$ cat src/include/ssp_defs.svh
// constants for the supply control port: bit positions, reset, timing
`ifndef SSP_DEFS_SVH
`define SSP_DEFS_SVH

// ------------------------------------------------------------------
// bus address
// ------------------------------------------------------------------
`define SSP_DEV_ADDR_BASE   7'h08
`define SSP_BYTE_BITS       4'h8
`define SSP_LAST_READ_BIT   4'h7

// ------------------------------------------------------------------
// system register layout
// ------------------------------------------------------------------
`define SSP_BIT_LIMIT_STYLE 7
`define SSP_BIT_TX_SELECT   6
`define SSP_BIT_TONE_FORCE  5
`define SSP_BIT_CABLE_BOOST 4
`define SSP_BIT_VOLT_SELECT 3
`define SSP_BIT_POWER_EN    2
`define SSP_BIT_OVER_TEMP   1
`define SSP_BIT_OVERLOAD    0
`define SSP_REG_RESET       8'h00
`define SSP_CTRL_RESET      6'h00

// ------------------------------------------------------------------
// timing
// ------------------------------------------------------------------
`define SSP_CLK_HZ          25000000
`define SSP_TOFF_MS         900
`define SSP_TON_DIV         10

`endif

$ cat src/include/ssp_pkg.sv
// types for the supply control port
package ssp_pkg;

  // ----------------------------------------------------------------
  // serial bus states
  // ----------------------------------------------------------------
  typedef enum logic [7:0] {
    SSP_IDLE      = 8'h01,
    SSP_ADDR      = 8'h02,
    SSP_ADDR_ACK  = 8'h04,
    SSP_WRITE     = 8'h08,
    SSP_WRITE_ACK = 8'h10,
    SSP_READ      = 8'h20,
    SSP_READ_ACK  = 8'h40,
    SSP_IGNORE    = 8'h80
  } ssp_bus_state_type;

  // ----------------------------------------------------------------
  // pulsed overload protection states
  // ----------------------------------------------------------------
  typedef enum logic [2:0] {
    SSP_PROT_NORMAL = 3'h1,
    SSP_PROT_OFF    = 3'h2,
    SSP_PROT_RETRY  = 3'h4
  } ssp_prot_state_type;

  // ----------------------------------------------------------------
  // regulator level code, {cable_boost, voltage_level_select}
  // ----------------------------------------------------------------
  typedef enum logic [1:0] {
    SSP_LEVEL_13V25 = 2'h0,
    SSP_LEVEL_18V   = 2'h1,
    SSP_LEVEL_14V25 = 2'h2,
    SSP_LEVEL_19V5  = 2'h3
  } ssp_level_type;

endpackage

$ cat src/logic/ssp_supply_port.sv
// two-wire slave port and system register of the antenna supply control
`timescale 1ns/1ps
`include "ssp_defs.svh"

// Summary of operation
// - address byte 0x10 writes, 0x11 reads
// - start, address+ack, data+ack, then stop
// - eight-bit register, upper six writable only
// - register clears to zero at power-on
// - write direction stores data into writable bits
// - boost and select bits choose regulator level
// - tone force on, else keying input gates
// - transmit select picks transmit or receive output
// - limit style: zero pulsed, one static clamp
// - power enable low disables regulator, level, tone and tx/rx outputs
// - read direction shifts register out MSB first
// - master ack continues read, nack ends it
// - writable bits read back as last written
// - flags report over-temperature and overload
// - lockout ignores bus and zeroes writable bits
// - bus operative only after lockout releases
// - address base 0001000, four strap selectable
// - acknowledge each byte, none under lockout
// - pulsed overload: off, retry tenth, flag
module ssp_supply_port #(
  parameter int P_TOFF_CYCLES = (`SSP_CLK_HZ / 1000) * `SSP_TOFF_MS,
  parameter int P_TON_CYCLES  = P_TOFF_CYCLES / `SSP_TON_DIV
) (
  // clock and reset
  input  wire logic       i_clock,
  input  wire logic       i_rst_n,
  input  wire logic       i_clk_en,
  // serial bus pins
  input  wire logic       i_scl,
  input  wire logic       i_sda,
  output logic            o_sda_out,
  output logic            o_sda_oe_n,
  input  wire logic [1:0] i_addr_select,
  // analog monitors and tone keying
  input  wire logic       i_undervoltage_lockout,
  input  wire logic       i_over_temperature,
  input  wire logic       i_overload,
  input  wire logic       i_tone_keying_input,
  // regulator controls
  output logic            o_regulator_on,
  output logic [1:0]      o_level_code,
  output logic            o_tone_on,
  output logic            o_transmit_output,
  output logic            o_receive_output,
  output logic            o_static_clamp,
  output logic            o_overload_shutdown,
  output logic [7:0]      o_system_control_status
);

  // ------------------------------------------------------------------
  // pin synchronisation
  // ------------------------------------------------------------------
  logic [7:0] pins_s;
  logic       scl_s;
  logic       sda_s;
  logic       uvlo_s;
  logic       otemp_s;
  logic       ovl_s;
  logic       key_s;
  logic [1:0] sel_s;

  ssp_sync2 #(.WIDTH(8)) u_sync (
    .i_clock (i_clock),
    .i_rst_n (i_rst_n),
    .i_clk_en(i_clk_en),
    .i_async ({i_scl, i_sda, i_undervoltage_lockout, i_over_temperature,
               i_overload, i_tone_keying_input, i_addr_select}),
    .o_sync  (pins_s)
  );

  assign {scl_s, sda_s, uvlo_s, otemp_s, ovl_s, key_s, sel_s} = pins_s;

  // ------------------------------------------------------------------
  // bus state
  // ------------------------------------------------------------------
  ssp_pkg::ssp_bus_state_type st_q;
  ssp_pkg::ssp_bus_state_type st_d;
  logic [3:0] cnt_q;
  logic [3:0] cnt_d;
  logic [7:0] shift_q;
  logic [7:0] shift_d;
  logic       rw_q;
  logic       rw_d;
  logic       drv_q;
  logic       drv_d;
  logic [5:0] ctrl_q;
  logic [5:0] ctrl_d;
  logic       mack_q;
  logic       mack_d;
  logic [1:0] asel_q;
  logic [1:0] asel_d;
  logic       scl_p_q;
  logic       sda_p_q;
  logic       scl_rise;
  logic       scl_fall;
  logic       start_cond;
  logic       stop_cond;
  logic [6:0] dev_addr;
  logic [7:0] reg_val;
  logic       olf_q;

  assign scl_rise   = scl_s & ~scl_p_q;
  assign scl_fall   = ~scl_s & scl_p_q;
  assign start_cond = scl_s & scl_p_q & sda_p_q & ~sda_s;
  assign stop_cond  = scl_s & scl_p_q & ~sda_p_q & sda_s;
  assign dev_addr   = `SSP_DEV_ADDR_BASE | {5'h00, asel_q};
  assign reg_val    = {ctrl_q, otemp_s, olf_q};

  always_comb begin
    st_d    = st_q;
    cnt_d   = cnt_q;
    shift_d = shift_q;
    rw_d    = rw_q;
    drv_d   = drv_q;
    ctrl_d  = ctrl_q;
    mack_d  = mack_q;
    asel_d  = asel_q;
    // strap is static; follow it only between transfers
    if (st_q == ssp_pkg::SSP_IDLE) begin
      asel_d = sel_s;
    end
    if (uvlo_s) begin
      st_d   = ssp_pkg::SSP_IDLE;
      drv_d  = 1'b0;
      ctrl_d = `SSP_CTRL_RESET;
    end else if (start_cond) begin
      st_d  = ssp_pkg::SSP_ADDR;
      cnt_d = 4'h0;
      drv_d = 1'b0;
    end else if (stop_cond) begin
      st_d  = ssp_pkg::SSP_IDLE;
      drv_d = 1'b0;
    end else begin
      case (st_q)
        ssp_pkg::SSP_ADDR, ssp_pkg::SSP_WRITE: begin
          if (scl_rise) begin
            shift_d = {shift_q[6:0], sda_s};
            cnt_d   = cnt_q + 4'h1;
          end else if (scl_fall && cnt_q == `SSP_BYTE_BITS) begin
            if (st_q == ssp_pkg::SSP_WRITE) begin
              st_d  = ssp_pkg::SSP_WRITE_ACK;
              drv_d = 1'b1;
            end else if (shift_q[7:1] == dev_addr) begin
              st_d  = ssp_pkg::SSP_ADDR_ACK;
              drv_d = 1'b1;
              rw_d  = shift_q[0];
            end else begin
              st_d = ssp_pkg::SSP_IGNORE;
            end
          end
        end
        ssp_pkg::SSP_ADDR_ACK: begin
          if (scl_fall) begin
            cnt_d = 4'h0;
            if (rw_q) begin
              st_d    = ssp_pkg::SSP_READ;
              shift_d = reg_val;
              drv_d   = ~reg_val[7];
            end else begin
              st_d  = ssp_pkg::SSP_WRITE;
              drv_d = 1'b0;
            end
          end
        end
        ssp_pkg::SSP_WRITE_ACK: begin
          if (scl_fall) begin
            // flag positions of the byte are dropped
            ctrl_d = shift_q[7:2];
            drv_d  = 1'b0;
            cnt_d  = 4'h0;
            st_d   = ssp_pkg::SSP_WRITE;
          end
        end
        ssp_pkg::SSP_READ: begin
          if (scl_fall) begin
            if (cnt_q == `SSP_LAST_READ_BIT) begin
              st_d  = ssp_pkg::SSP_READ_ACK;
              drv_d = 1'b0;
            end else begin
              cnt_d   = cnt_q + 4'h1;
              shift_d = {shift_q[6:0], 1'b0};
              drv_d   = ~shift_q[6];
            end
          end
        end
        ssp_pkg::SSP_READ_ACK: begin
          if (scl_rise) begin
            mack_d = ~sda_s;
          end else if (scl_fall) begin
            if (mack_q) begin
              st_d    = ssp_pkg::SSP_READ;
              shift_d = reg_val;
              drv_d   = ~reg_val[7];
              cnt_d   = 4'h0;
            end else begin
              st_d = ssp_pkg::SSP_IGNORE;
            end
          end
        end
        ssp_pkg::SSP_IDLE, ssp_pkg::SSP_IGNORE: begin
          drv_d = 1'b0;
        end
        default: begin
          st_d  = ssp_pkg::SSP_IDLE;
          drv_d = 1'b0;
        end
      endcase
    end
  end

  always_ff @(posedge i_clock or negedge i_rst_n) begin
    if (!i_rst_n) begin
      st_q    <= ssp_pkg::SSP_IDLE;
      cnt_q   <= 4'h0;
      shift_q <= `SSP_REG_RESET;
      rw_q    <= 1'b0;
      drv_q   <= 1'b0;
      ctrl_q  <= `SSP_CTRL_RESET;
      mack_q  <= 1'b0;
      asel_q  <= 2'h0;
      scl_p_q <= 1'b1;
      sda_p_q <= 1'b1;
    end else if (i_clk_en) begin
      st_q    <= st_d;
      cnt_q   <= cnt_d;
      shift_q <= shift_d;
      rw_q    <= rw_d;
      drv_q   <= drv_d;
      ctrl_q  <= ctrl_d;
      mack_q  <= mack_d;
      asel_q  <= asel_d;
      scl_p_q <= scl_s;
      sda_p_q <= sda_s;
    end
  end

  // open drain: only ever pull low
  assign o_sda_out  = 1'b0;
  assign o_sda_oe_n = ~drv_q;

  // ------------------------------------------------------------------
  // overload protection
  // ------------------------------------------------------------------
  ssp_pkg::ssp_prot_state_type prot_q;
  ssp_pkg::ssp_prot_state_type prot_d;
  logic [24:0] timer_q;
  logic [24:0] timer_d;
  logic        seen_q;
  logic        seen_d;
  logic        olf_d;
  logic        powered;
  logic        pulsed;

  assign powered = ctrl_q[`SSP_BIT_POWER_EN - 2] & ~otemp_s;
  assign pulsed  = ~ctrl_q[`SSP_BIT_LIMIT_STYLE - 2];

  always_comb begin
    prot_d  = prot_q;
    timer_d = timer_q;
    seen_d  = seen_q;
    olf_d   = olf_q;
    if (!powered || !pulsed) begin
      // static clamp or power off: flag follows the clamp level while powered, else clears
      prot_d = ssp_pkg::SSP_PROT_NORMAL;
      olf_d  = powered & ovl_s;
    end else begin
      case (prot_q)
        ssp_pkg::SSP_PROT_NORMAL: begin
          olf_d = 1'b0;
          if (ovl_s) begin
            prot_d  = ssp_pkg::SSP_PROT_OFF;
            timer_d = 25'(P_TOFF_CYCLES - 1);
            olf_d   = 1'b1;
          end
        end
        ssp_pkg::SSP_PROT_OFF: begin
          olf_d = 1'b1;
          if (timer_q == 25'h0) begin
            prot_d  = ssp_pkg::SSP_PROT_RETRY;
            timer_d = 25'(P_TON_CYCLES - 1);
            seen_d  = 1'b0;
          end else begin
            timer_d = timer_q - 25'h1;
          end
        end
        ssp_pkg::SSP_PROT_RETRY: begin
          seen_d = seen_q | ovl_s;
          if (timer_q == 25'h0) begin
            if (seen_q || ovl_s) begin
              prot_d  = ssp_pkg::SSP_PROT_OFF;
              timer_d = 25'(P_TOFF_CYCLES - 1);
            end else begin
              prot_d = ssp_pkg::SSP_PROT_NORMAL;
              olf_d  = 1'b0;
            end
          end else begin
            timer_d = timer_q - 25'h1;
          end
        end
        default: begin
          prot_d = ssp_pkg::SSP_PROT_NORMAL;
        end
      endcase
    end
  end

  always_ff @(posedge i_clock or negedge i_rst_n) begin
    if (!i_rst_n) begin
      prot_q  <= ssp_pkg::SSP_PROT_NORMAL;
      timer_q <= 25'h0;
      seen_q  <= 1'b0;
      olf_q   <= 1'b0;
    end else if (i_clk_en) begin
      prot_q  <= prot_d;
      timer_q <= timer_d;
      seen_q  <= seen_d;
      olf_q   <= olf_d;
    end
  end

  // ------------------------------------------------------------------
  // regulator outputs
  // ------------------------------------------------------------------
  logic tone_req;

  assign o_overload_shutdown = (prot_q == ssp_pkg::SSP_PROT_OFF);
  assign o_regulator_on      = powered & ~o_overload_shutdown;
  assign o_level_code        = powered ? ctrl_q[2:1] : 2'h0;
  assign tone_req            = ctrl_q[`SSP_BIT_TONE_FORCE - 2] | key_s;
  assign o_tone_on           = o_regulator_on & tone_req;
  assign o_transmit_output   = o_regulator_on & ctrl_q[4];
  assign o_receive_output    = o_regulator_on & ~ctrl_q[4];
  assign o_static_clamp      = ~pulsed;
  assign o_system_control_status = reg_val;
endmodule

$ cat src/logic/ssp_sync2.sv
// two-flop synchroniser for a group of pin inputs
`timescale 1ns/1ps
module ssp_sync2 #(
  parameter int WIDTH = 1
) (
  // clock and reset
  input  wire logic             i_clock,
  input  wire logic             i_rst_n,
  input  wire logic             i_clk_en,
  // pins and synchronised levels
  input  wire logic [WIDTH-1:0] i_async,
  output logic      [WIDTH-1:0] o_sync
);

  logic [WIDTH-1:0] meta_q;
  logic [WIDTH-1:0] meta_d;
  logic [WIDTH-1:0] sync_q;
  logic [WIDTH-1:0] sync_d;

  // first stage feeds only the second stage
  always_comb begin
    meta_d = i_clk_en ? i_async : meta_q;
    sync_d = i_clk_en ? meta_q : sync_q;
  end

  always_ff @(posedge i_clock or negedge i_rst_n) begin
    if (!i_rst_n) begin
      meta_q <= '0;
      sync_q <= '0;
    end else begin
      meta_q <= meta_d;
      sync_q <= sync_d;
    end
  end

  assign o_sync = sync_q;

endmodule

$ cat config.mk
export PLATFORM = sky130hd
export DESIGN_NAME = ssp_supply_port
export DESIGN_NICKNAME = d
export VERILOG_FILES = /design/src/include/ssp_pkg.sv /design/src/logic/ssp_supply_port.sv /design/src/logic/ssp_sync2.sv
export VERILOG_INCLUDE_DIRS = /design/src /design/src/include
export SDC_FILE = /design/constraint.sdc
export NUM_CORES = 1
export LEC_CHECK = 0
export ABC_AREA = 1
export BUFFER_PORTS_ARGS = -buffer_cell sky130_fd_sc_hd__buf_2
export CAP_MARGIN = 20
export CORE_UTILIZATION = 28
export CTS_CLUSTER_DIAMETER = 100
export DETAILED_ROUTE_END_ITERATION = 12
export PLACE_DENSITY = 0.44
export RECOVER_POWER = 100
export SYNTH_ARGS = -nofsm -noshare
export SYNTH_HDL_FRONTEND = slang
export SYNTH_SLANG_ARGS = --single-unit
export TNS_END_PERCENT = 10
$ cat constraint.sdc
create_clock -name i_clock -period 1.9 [get_ports i_clock]
set_clock_uncertainty 0.15 [all_clocks]
set_input_delay 0 -clock i_clock [delete_from_list [all_inputs] [get_ports i_clock]]
set_output_delay 0 -clock i_clock [all_outputs]
set_load 0.02 [all_outputs]
**Yosys cells after proc, flatten, opt, wreduce, memory -nomap -nowiden**

Cells that the tools add are included.

- Register bits after elaboration: 79
- Bits in latches: 0
- RAM bits: 0
- ROM bits: 0
- Bits of input ports: 11
- Output and inout bits: 18
- Word-level logic and storage cells: 201
- Memories: 0

- Add/sub/neg operators: 2
- Multipliers: 0
- Div/mod/pow operators: 0
- Magnitude comparators: 0
- Equal/unequal tests: 50
- Shift operators: 0
- Mux-type cells: 75
- Bitwise operators: 31
- Reduce and logical (&&, ||, !) cells: 27

Operator list:

| kind | count |
|---|---|
| $mux 8 | 22 |
| $mux 25 | 4 |
| $pmux 25 s3 | 1 |
| $pmux 8 s6 | 1 |
| $ne 5x4->1 const B | 9 |
| $mux 4 | 9 |
| $mux 6 | 6 |
| $pmux 8 s4 | 1 |
| $ne 3x3->1 const B | 9 |
| $logic_not 25->1 | 1 |
| $sub 25x1->25 const B | 1 |
| $mux 1 | 20 |
| $reduce_and 10->1 | 2 |
| $ne 2x2->1 const B | 9 |
| $not 1->1 | 16 |
| $pmux 4 s4 | 1 |
| $and 1x1->1 | 13 |
| $reduce_and 13->1 | 1 |
| $mux 3 | 4 |
| $reduce_and 4->1 | 3 |
| $reduce_and 11->1 | 1 |
| $reduce_and 5->1 | 2 |
| $pmux 3 s3 | 1 |
| $reduce_and 9->1 | 1 |
| 35 further kinds | 47 |

**Depth between registers and ports, before layout**

Gate-level depths: netlist of the first run.

- Depth after elaboration: 9
- Depth in mapped cells: 12
- Gate-level depth less buffers: 12

**Modules after synthesis**

From an unflattened synthesis of the first run, not the netlist that was laid out.

- Cells, all modules: 738
- Area total of the unflattened synthesis: 5406.4 µm²

Modules (own cells, without submodules):

| module | instances | cells an instance | area each (µm²) | sequential area each (µm²) |
|---|---|---|---|---|
| ssp_supply_port | 1 | 670 | 4765.8 | 1581.5 |
| ssp_sync2 | 1 | 68 | 640.6 | 400.4 |

**Least setup slack after synthesis of the first run**

OpenSTA, ideal clock, no wires.

- Path type: reg2reg
- From: register timer_q[0]
- To: register timer_q[2]
- Library setup time: 128 ps
- Data arrival time: 1572 ps
- Required time: 1622 ps
- Slack: 50 ps
- Cell stages (with the launch flop): 12
- Buffers on the path: 2
- Period minus slack after synthesis: 1850 ps
- Cell sequence: dfrtp_1 inv_1 ha_1 nand3_1 nor2_2 nand4_4 nand2_4 buf_12 inv_6 buf_12 nand3b_4 nand3_2

- Word-level cells in the longest chain between the ends: 3
- Elaborated cells on any way between the ends: 7
- Those cells by class: 1 x add/sub; 1 x eq/ne; 3 x mux; 2 x reduce/logical

Ends and longest elaborated chain:

| element | line | source |
|---|---|---|
| start: declaration | ssp_supply_port.sv:251 | `logic [24:0] timer_q;` |
| start signal: assignment | ssp_supply_port.sv:320 | `timer_q <= timer_d;` |
| $sub 25x1->25 / $logic_not 25->1 (equally long branches) | - |  |
| $mux 25, or another cell as far along | ssp_supply_port.sv:293 | `if (timer_q == 25'h0) begin` |
| $pmux 25 s3 / $reduce_and 5->1 (equally long branches) | - |  |

Several ways; a longest one is shown, not always the timed one.
A chain may end at the register's enable or synchronous reset.

**Worst setup path in the final report of the first run**

- From: register timer_q[7]
- To: register timer_q[8]

Same word-level chain as after synthesis.

==> summary.txt, run 1 <==
CTS
  • CTS root buf: clkbuf_16
  • CTS H-tree depth: 3
  • CTS tree: yes
  • Worst-Skew Late Latency: ~0.34 ns
  • CTS Buffer Depth: 2
  • Num CTS Buffers: 9
  • Clock edge transition at the registers on the reported setup and hold paths: approximately 0.060 ns
  • Total clock sinks: 79

Layout
  • Layout cells sized above 1: 0.313
  • Most frequent cells in the layout: nand2_1, buf_4, inv_1
  • Most common cell after layout, fill and taps aside: nand2_1
  • Layout area overhead: 38.1%
  • ANT cells: 0
  • Final nets: ~900
  • Post-Route Utilization: 0.394

Synthesis
  • Cells after Synth: ~730
  • Yosys warnings: 0
  • Mapped Area: ~5100 um2
  • Library cells used by synthesis: between 40 and 50
  • Number of synthesized flops with an enable pin: 0
  • Syn_nets: around 750
  • Syn avg cell area: roughly 7 um2
  • Ys async rst share: 1.00
  • Sequential share of the synthesized area: 0.386
  • Synth Register Bits: 79
  • Top FF cell, synth: dfrtp_1

Global routing
  • Largest net degree at the start of global routing: 54
  • First-pass GRT wire length: ~25,000 um
  • GRT overflow: 0
  • Vias in the first global route: a little over 5k
  • GRT Total Usage: 0.175
  • Initial antenna violation count: 0

Timing
  • Endpoints failing hold: 0
  • # setup viols final: 1
  • Fin crit share: 1.00
  • WHS: approximately 0.046 ns
  • Min cycle time layout: 1.90 ns
  • Fin Setup TNS: -0.00180 ns
  • Max_slew headroom: 0.524
  • Max Clock Freq: between 500 and 600 MHz
  • Worst-margin pin slew: roughly 0.71 ns
  • RSZ-0062 raised after global routing: true
  • Slew Limit Fails: 0
  • Fin worst setup slack: -0.00180 ns

Detailed routing
  • Vias per inst: 4.65
  • Via count: slightly above 5k
  • Routed wire length: between 15,000 and 20,000 um
  • 1st-pass router iterations: 5
  • Post-DRT Antenna Nets: 0
  • DRC: 0
  • DR iter-0 viols: 290
  • Drt wl/cell: 13.7 um

Critical path
  • CP required: between 1.5 and 2 ns
  • R2R Setup Slk: -0.002 ns
  • Worst path arrival time: 1.98 ns
  • Crit Path Class: reg -> reg
  • Crit path capture type: flip-flop
  • CP Launch Type: flip-flop
  • Worst-path maximum fanout: 6

Pwr
  • Internal cell power: between 3 and 4 mW
  • Power per Cell Area: 710 nW/um2
  • Clock share of power: 0.353
  • Leakage: about 3.5 nW
  • Seq pwr share: 0.399
  • P_sw: approximately 1.6 mW
  • Comb pwr share: 0.248
  • Switching share of power: 0.311
  • Peak supply drop: 0.000402 V

Worst hold path
  • Min-delay worst type: in -> reg

Run status
  • Violated checks: negative setup slack
  • Outcome: finished with violations

Placed design
  • Port bufs: 27
  • Detailed Place HPWL: between 10,000 and 15,000 um
  • Placer Congestion: between 0.8 and 0.9

Floorplanning
  • I/O Pins: 29
  • # rows: slightly below 50
  • Initial core utilization: 0.286
  • Die height: 137 um
  • Core Region: 18,000 um2
  • Die area: approximately 19,000 um2
  • Die W: 137 um

Job
  • Max-cap violations: 0
-- cell type report --
| type | instances | area [um2] |
|---|---|---|
| clock inverter | 5 | 57.6 |
| fill | 1870 | 10900 |
| tap | 229 | 287 |
| inverter | 88 | 347 |
| clock buffer | 11 | 243 |
| multi-input combinational | 556 | 3070 |
| sequential | 79 | 1990 |
| timing repair buffer | 148 | 1100 |
-- sequential cells by signal, indices dropped and copies added (netlist names) --
name,count
asel_q,2
cnt_q,4
ctrl_q,6
drv_q,1
mack_q,1
olf_q,1
prot_q,3
rw_q,1
scl_p_q,1
sda_p_q,1
seen_q,1
shift_q,8
st_q,8
timer_q,25
u_sync.meta_q,8
u_sync.o_sync,8
-- Yosys cell counts, types with 6 or more instances --
| cell type | count | area [um2] |
|---|---|---|
| xor2_1 | 7 | 61.3 |
| o21ai_0 | 43 | 215 |
| nand2_1 | 241 | 905 |
| inv_1 | 83 | 312 |
| dfrtp_1 | 75 | 1880 |
| nor2_2 | 15 | 93.8 |
| nor2_1 | 97 | 364 |
| a21oi_1 | 6 | 30.0 |
| nand2_2 | 11 | 68.8 |
| nand4_1 | 9 | 56.3 |
| nor2_4 | 12 | 135 |
| nand3_1 | 61 | 305 |
-- routing by layer --
layer / track usage / share of wire / vias to the layer above
li1: - / - / 2612
met1: 0.239 / 0.49 / 2475
met2: 0.287 / 0.47 / 88
met3: 0.0180 / 0.026 / 15
met4: 0.0604 / 0.014 / 0
met5: 0 / 0 / -
-- timing repair --
item | in CTS | in global routing
setup buffers | 9 | 9
pin swaps | 12 | 31
setup endpoints to repair | 40 | 53
resized for setup | 48 | 81
hold endpoints to repair | 86 | 0
gates cloned | 3 | 0
hold buffers | 18 | 0
-- critical path, cell delays in order, from the launching register on --
cell,delay (ns)
dfrtp_1,0.39
nor2_2,0.22
nand3_2,0.09
nor2_2,0.16
buf_4,0.14
nand4_4,0.11
nand2_4,0.19
nor2_4,0.07
buf_6,0.14
o21ai_1,0.07
nand2_1,0.06
-- logic make-up after synthesis --
logic type / synth area share
other cells: 0.000731
buf+inv: 0.0871
flops: 0.386
compound gates: 0.0773
xor+xnor: 0.0137
simple gates: 0.425
fa+ha+maj: 0.00976
-- path summary, 6_finish.rpt --
| kind | start | to | cells after the start |
|---|---|---|---|
| worst max-delay path | timer_q[7]$_DFFE_PN0P_ | timer_q[8]$_DFFE_PN0P_ | 10 |
| worst min-delay path | i_clk_en | u_sync.meta_q[5]$_DFFE_PN0P_ | 5 |
| worst max register to register | timer_q[7]$_DFFE_PN0P_ | timer_q[8]$_DFFE_PN0P_ | 10 |
| worst min register to register | u_sync.meta_q[5]$_DFFE_PN0P_ | u_sync.meta_q[5]$_DFFE_PN0P_ | 2 |
| max in group asynchronous | i_rst_n | timer_q[2]$_DFFE_PN0P_ | 3 |
| min in group asynchronous | i_rst_n | st_q[6]$_DFFE_PN0P_ | 2 |
-- metrics by stage --
stage | area [um2] | setup slack (ns) | cells | power, mW
after floorplan | 5130 | 0.0501 | 734 | 2.60
after global placement | 6100 | -0.0667 | 1061 | 3.05
after detailed placement | 6100 | -0.112 | 1061 | 3.06
after CTS | 6830 | -0.0215 | 1107 | 5.01
after global routing | 7090 | -0.105 | 1116 | 5.31
final | 7090 | -0.00180 | 1116 | 5.03
-- power by group through the flow --
stage                     clock network, mW  logic (mW)  registers (mW)
after CTS                              1.84        1.18            1.99
final                                  1.78        1.25            2.00
after global placement                    0        1.04            2.01
after detailed placement                  0        1.05            2.01
after global routing                   1.88        1.40            2.03
after floorplan                           0       0.594            2.00
Note: power is estimated with default switching activity, not from simulation.
==> run 2, diff against run 1 <==
--- a/config.mk
+++ b/config.mk
@@ -7,12 +7,12 @@
 export NUM_CORES = 1
 export LEC_CHECK = 0
 export ABC_AREA = 1
-export BUFFER_PORTS_ARGS = -buffer_cell sky130_fd_sc_hd__buf_2
 export CAP_MARGIN = 20
 export CORE_UTILIZATION = 28
 export CTS_CLUSTER_DIAMETER = 100
 export DETAILED_ROUTE_END_ITERATION = 12
-export PLACE_DENSITY = 0.44
+export DONT_BUFFER_PORTS = 1
+export PLACE_DENSITY = 0.43
 export RECOVER_POWER = 100
 export SYNTH_ARGS = -nofsm -noshare
 export SYNTH_HDL_FRONTEND = slang
==> summary.txt, run 2 (synthesis results as in run 1) <==
Detailed routing
  • 1st-pass router iterations: 5 (unchanged)
  • Post-DRT Antenna Nets: 0 (unchanged)
  • Via count: 5,184 (-0.12%)
  • Routed wire length: 15,400 um (+0.29%)
  • Drt wl/cell: 13.6 um (-0.78%)
  • DR iter-0 viols: 270 (-6.9%)
  • DRC: 0 (unchanged)
  • Vias per inst: 4.60 (-1.2%)

Floorplanning
  • Die area: 18,900 um2 (unchanged)
  • Die W: 137 um (unchanged)
  • Core Region: 18,000 um2 (unchanged)
  • I/O Pins: 29 (unchanged)
  • # rows: 49 (unchanged)
  • Die height: 137 um (unchanged)
  • Initial core utilization: 0.286 (unchanged)

Layout
  • Non-filler cells in the finished layout: 1,128 (+1.1%)
  • Max FFs per register: 25 (unchanged)
  • Layout cells sized above 1: 0.319 (+0.00583)
  • Most common cell after layout, fill and taps aside: nand2_1
  • Final nets: 909 (+1.3%)
  • Layout area overhead: 41.2%
  • ANT cells: 0 (unchanged)
  • Most flop-heavy register: timer_q
  • Most frequent cells in the layout: nand2_1, buf_4, inv_1

Global routing
  • GRT Total Usage: 0.172 (-0.00264)
  • First-pass GRT wire length: 24,800 um (-2.7%)
  • Initial antenna violation count: 0 (unchanged)
  • Vias in the first global route: 5,033 (-2.2%)
  • Largest net degree at the start of global routing: 80 (+48%)
  • GRT overflow: 0 (unchanged)

Timing
  • Worst-margin pin slew: 0.569 ns (-0.144 ns)
  • Fin crit share: 1.04 (+0.0363)
  • RSZ-0062 raised after global routing: true
  • Slew Limit Fails: 0 (unchanged)
  • Max Clock Freq: 507 MHz (-3.5%)
  • Max_slew headroom: 0.620 (+0.0962)
  • Fin worst setup slack: -0.0709 ns (-0.0691 ns)
  • WHS: -0.802 ns (-0.847 ns)
  • Endpoints failing hold: 79 (+79)
  • # setup viols final: 6 (+5)
  • Min cycle time layout: 1.97 ns (+0.0691 ns)

Placed design
  • Port bufs: 0 (-100%)
  • Placed Cells: 1,066 (+0.47%)
  • Detailed Place HPWL: 11,100 um (-1.2%)
  • Placer Congestion: 0.867 (-2.6%)
  • DP Worst Slack: -0.419 ns (-0.306 ns)

Pwr
  • Leakage: 3.66 nW (+4.0%)
  • Seq pwr share: 0.389 (-0.010)
  • Switching share of power: 0.303 (-0.00801)
  • P_sw: 1.55 mW (-1.1%)
  • Clock share of power: 0.354 (about the same)
  • Comb pwr share: 0.258 (+0.010)
  • Internal cell power: 3.56 mW (+2.7%)
  • Peak supply drop: 0.000405 V (+0.79%)
  • Power per Cell Area: 705 nW/um2 (-0.71%)

Job
  • Max-cap violations: 0 (unchanged)

Run status
  • Violated checks: negative hold slack, negative setup slack
  • Outcome: finished with violations

Critical path
  • Crit path capture type: flip-flop
  • CP Launch Type: flip-flop
  • R2R Setup Slk: -0.07 ns (-0.07 ns)
  • Worst-path maximum fanout: 5 (-1)
  • CP required: 2.04 ns (+0.06 ns)
  • Worst path arrival time: 2.11 ns (+0.13 ns)
  • Crit Path Class: reg -> reg

CTS
  • Total clock sinks: 79 (unchanged)
  • Clock edge transition at the registers on the reported setup and hold paths: 0.06 ns (about the same)
  • Num CTS Buffers: 9 (unchanged)
  • CTS root buf: clkbuf_16
  • CTS Hold Buffers Added: 25 (+7)
  • CTS tree: yes
  • CTS Buffer Depth: 2 (unchanged)
  • Worst-Skew Late Latency: 0.35 ns (about the same)
  • CTS H-tree depth: 3 (unchanged)

Worst hold path
  • Min-delay worst type: in -> async
## run 2: cell count changes in the layout (fill, tap and decap cells not counted), moves of 3 or more
cell,previous run,this run
clkbuf_1,16,6
clkbuf_2,8,2
nor2_2,30,33
o21ai_1,11,8
dlygate4sd3_1,18,24
buf_4,88,119
nor2_4,31,26
dfrtp_2,3,0
o21ai_0,34,37
dfrtp_1,72,75
buf_2,9,1
buf_6,8,3
## run 2: power groups by stage
stage | registers (mW) | logic, mW | clock network (mW)
2_1_floorplan | 2.00 | 0.594 | 0
3_3_place_gp | 2.00 | 1.08 | 0
3_5_place_dp | 2.00 | 1.09 | 0
4_1_cts | 1.98 | 1.23 | 1.86
5_1_grt | 2.01 | 1.46 | 1.92
6_report | 1.99 | 1.32 | 1.81
## run 2: critical path, stage by stage, from the launching register on
cell and delay [ns]:
dfstp_2 0.56, inv_2 0.06, nor2_4 0.16, nand4_1 0.18
nand2_1 0.12, nor2_2 0.05, nor2_4 0.16, nand2_2 0.11
nor2_4 0.21, nand2_1 0.08, nand2_1 0.07
## run 2: final cells by class
cell class | instances | area, um2
multi-input cells | 555 | 3020
flip-flops and latches | 79 | 1980
fillers | 1901 | 10700
clock inverters | 5 | 57.6
clock buffers | 11 | 243
inverters | 88 | 349
well taps | 229 | 287
repair buffers | 161 | 1310
## run 2: timing repair
| action | 4_1_cts | 5_1_grt |
|---|---|---|
| buffers inserted | 8 | 12 |
| setup endpoints to repair | 50 | 58 |
| hold endpoints to repair | 113 | 79 |
| pin swaps | 8 | 30 |
| gates cloned | 0 | 1 |
| resized for setup | 48 | 66 |
## run 2: per-layer routing
layer	global-route usage	share of wire	vias to the layer above
li1	-	-	2628
met3	0.0261	0.030	14
met5	0	0	-
met1	0.233	0.48	2478
met4	0.0629	0.015	0
met2	0.278	0.47	64
## run 2: path summary, 6_finish.rpt
kind                                               from                           end  cells past startpoint
max                                 scl_p_q$_DFFE_PN1P_           st_q[0]$_DFFE_PN1P_                     10
min                                             i_rst_n           st_q[4]$_DFFE_PN0P_                      0
max reg2reg                         scl_p_q$_DFFE_PN1P_           st_q[0]$_DFFE_PN1P_                     10
min reg2reg                u_sync.meta_q[7]$_DFFE_PN0P_  u_sync.meta_q[7]$_DFFE_PN0P_                      2
max in group asynchronous                       i_rst_n         prot_q[0]$_DFFE_PN1P_                      0
min in group i_clock                           i_clk_en           sda_p_q$_DFFE_PN1P_                      2
## run 2: stage by stage
step	cell area, um2	total power [mW]	util	TNS (ns)
2_1_floorplan	5130	2.60	-	0
5_1_grt	7250	5.39	0.403	-3.80
3_5_place_dp	6200	3.09	0.345	-8.17
4_1_cts	6970	5.07	0.388	-0.540
6_report	7250	5.11	0.403	-0.284
3_3_place_gp	6200	3.08	0.345	-7.30
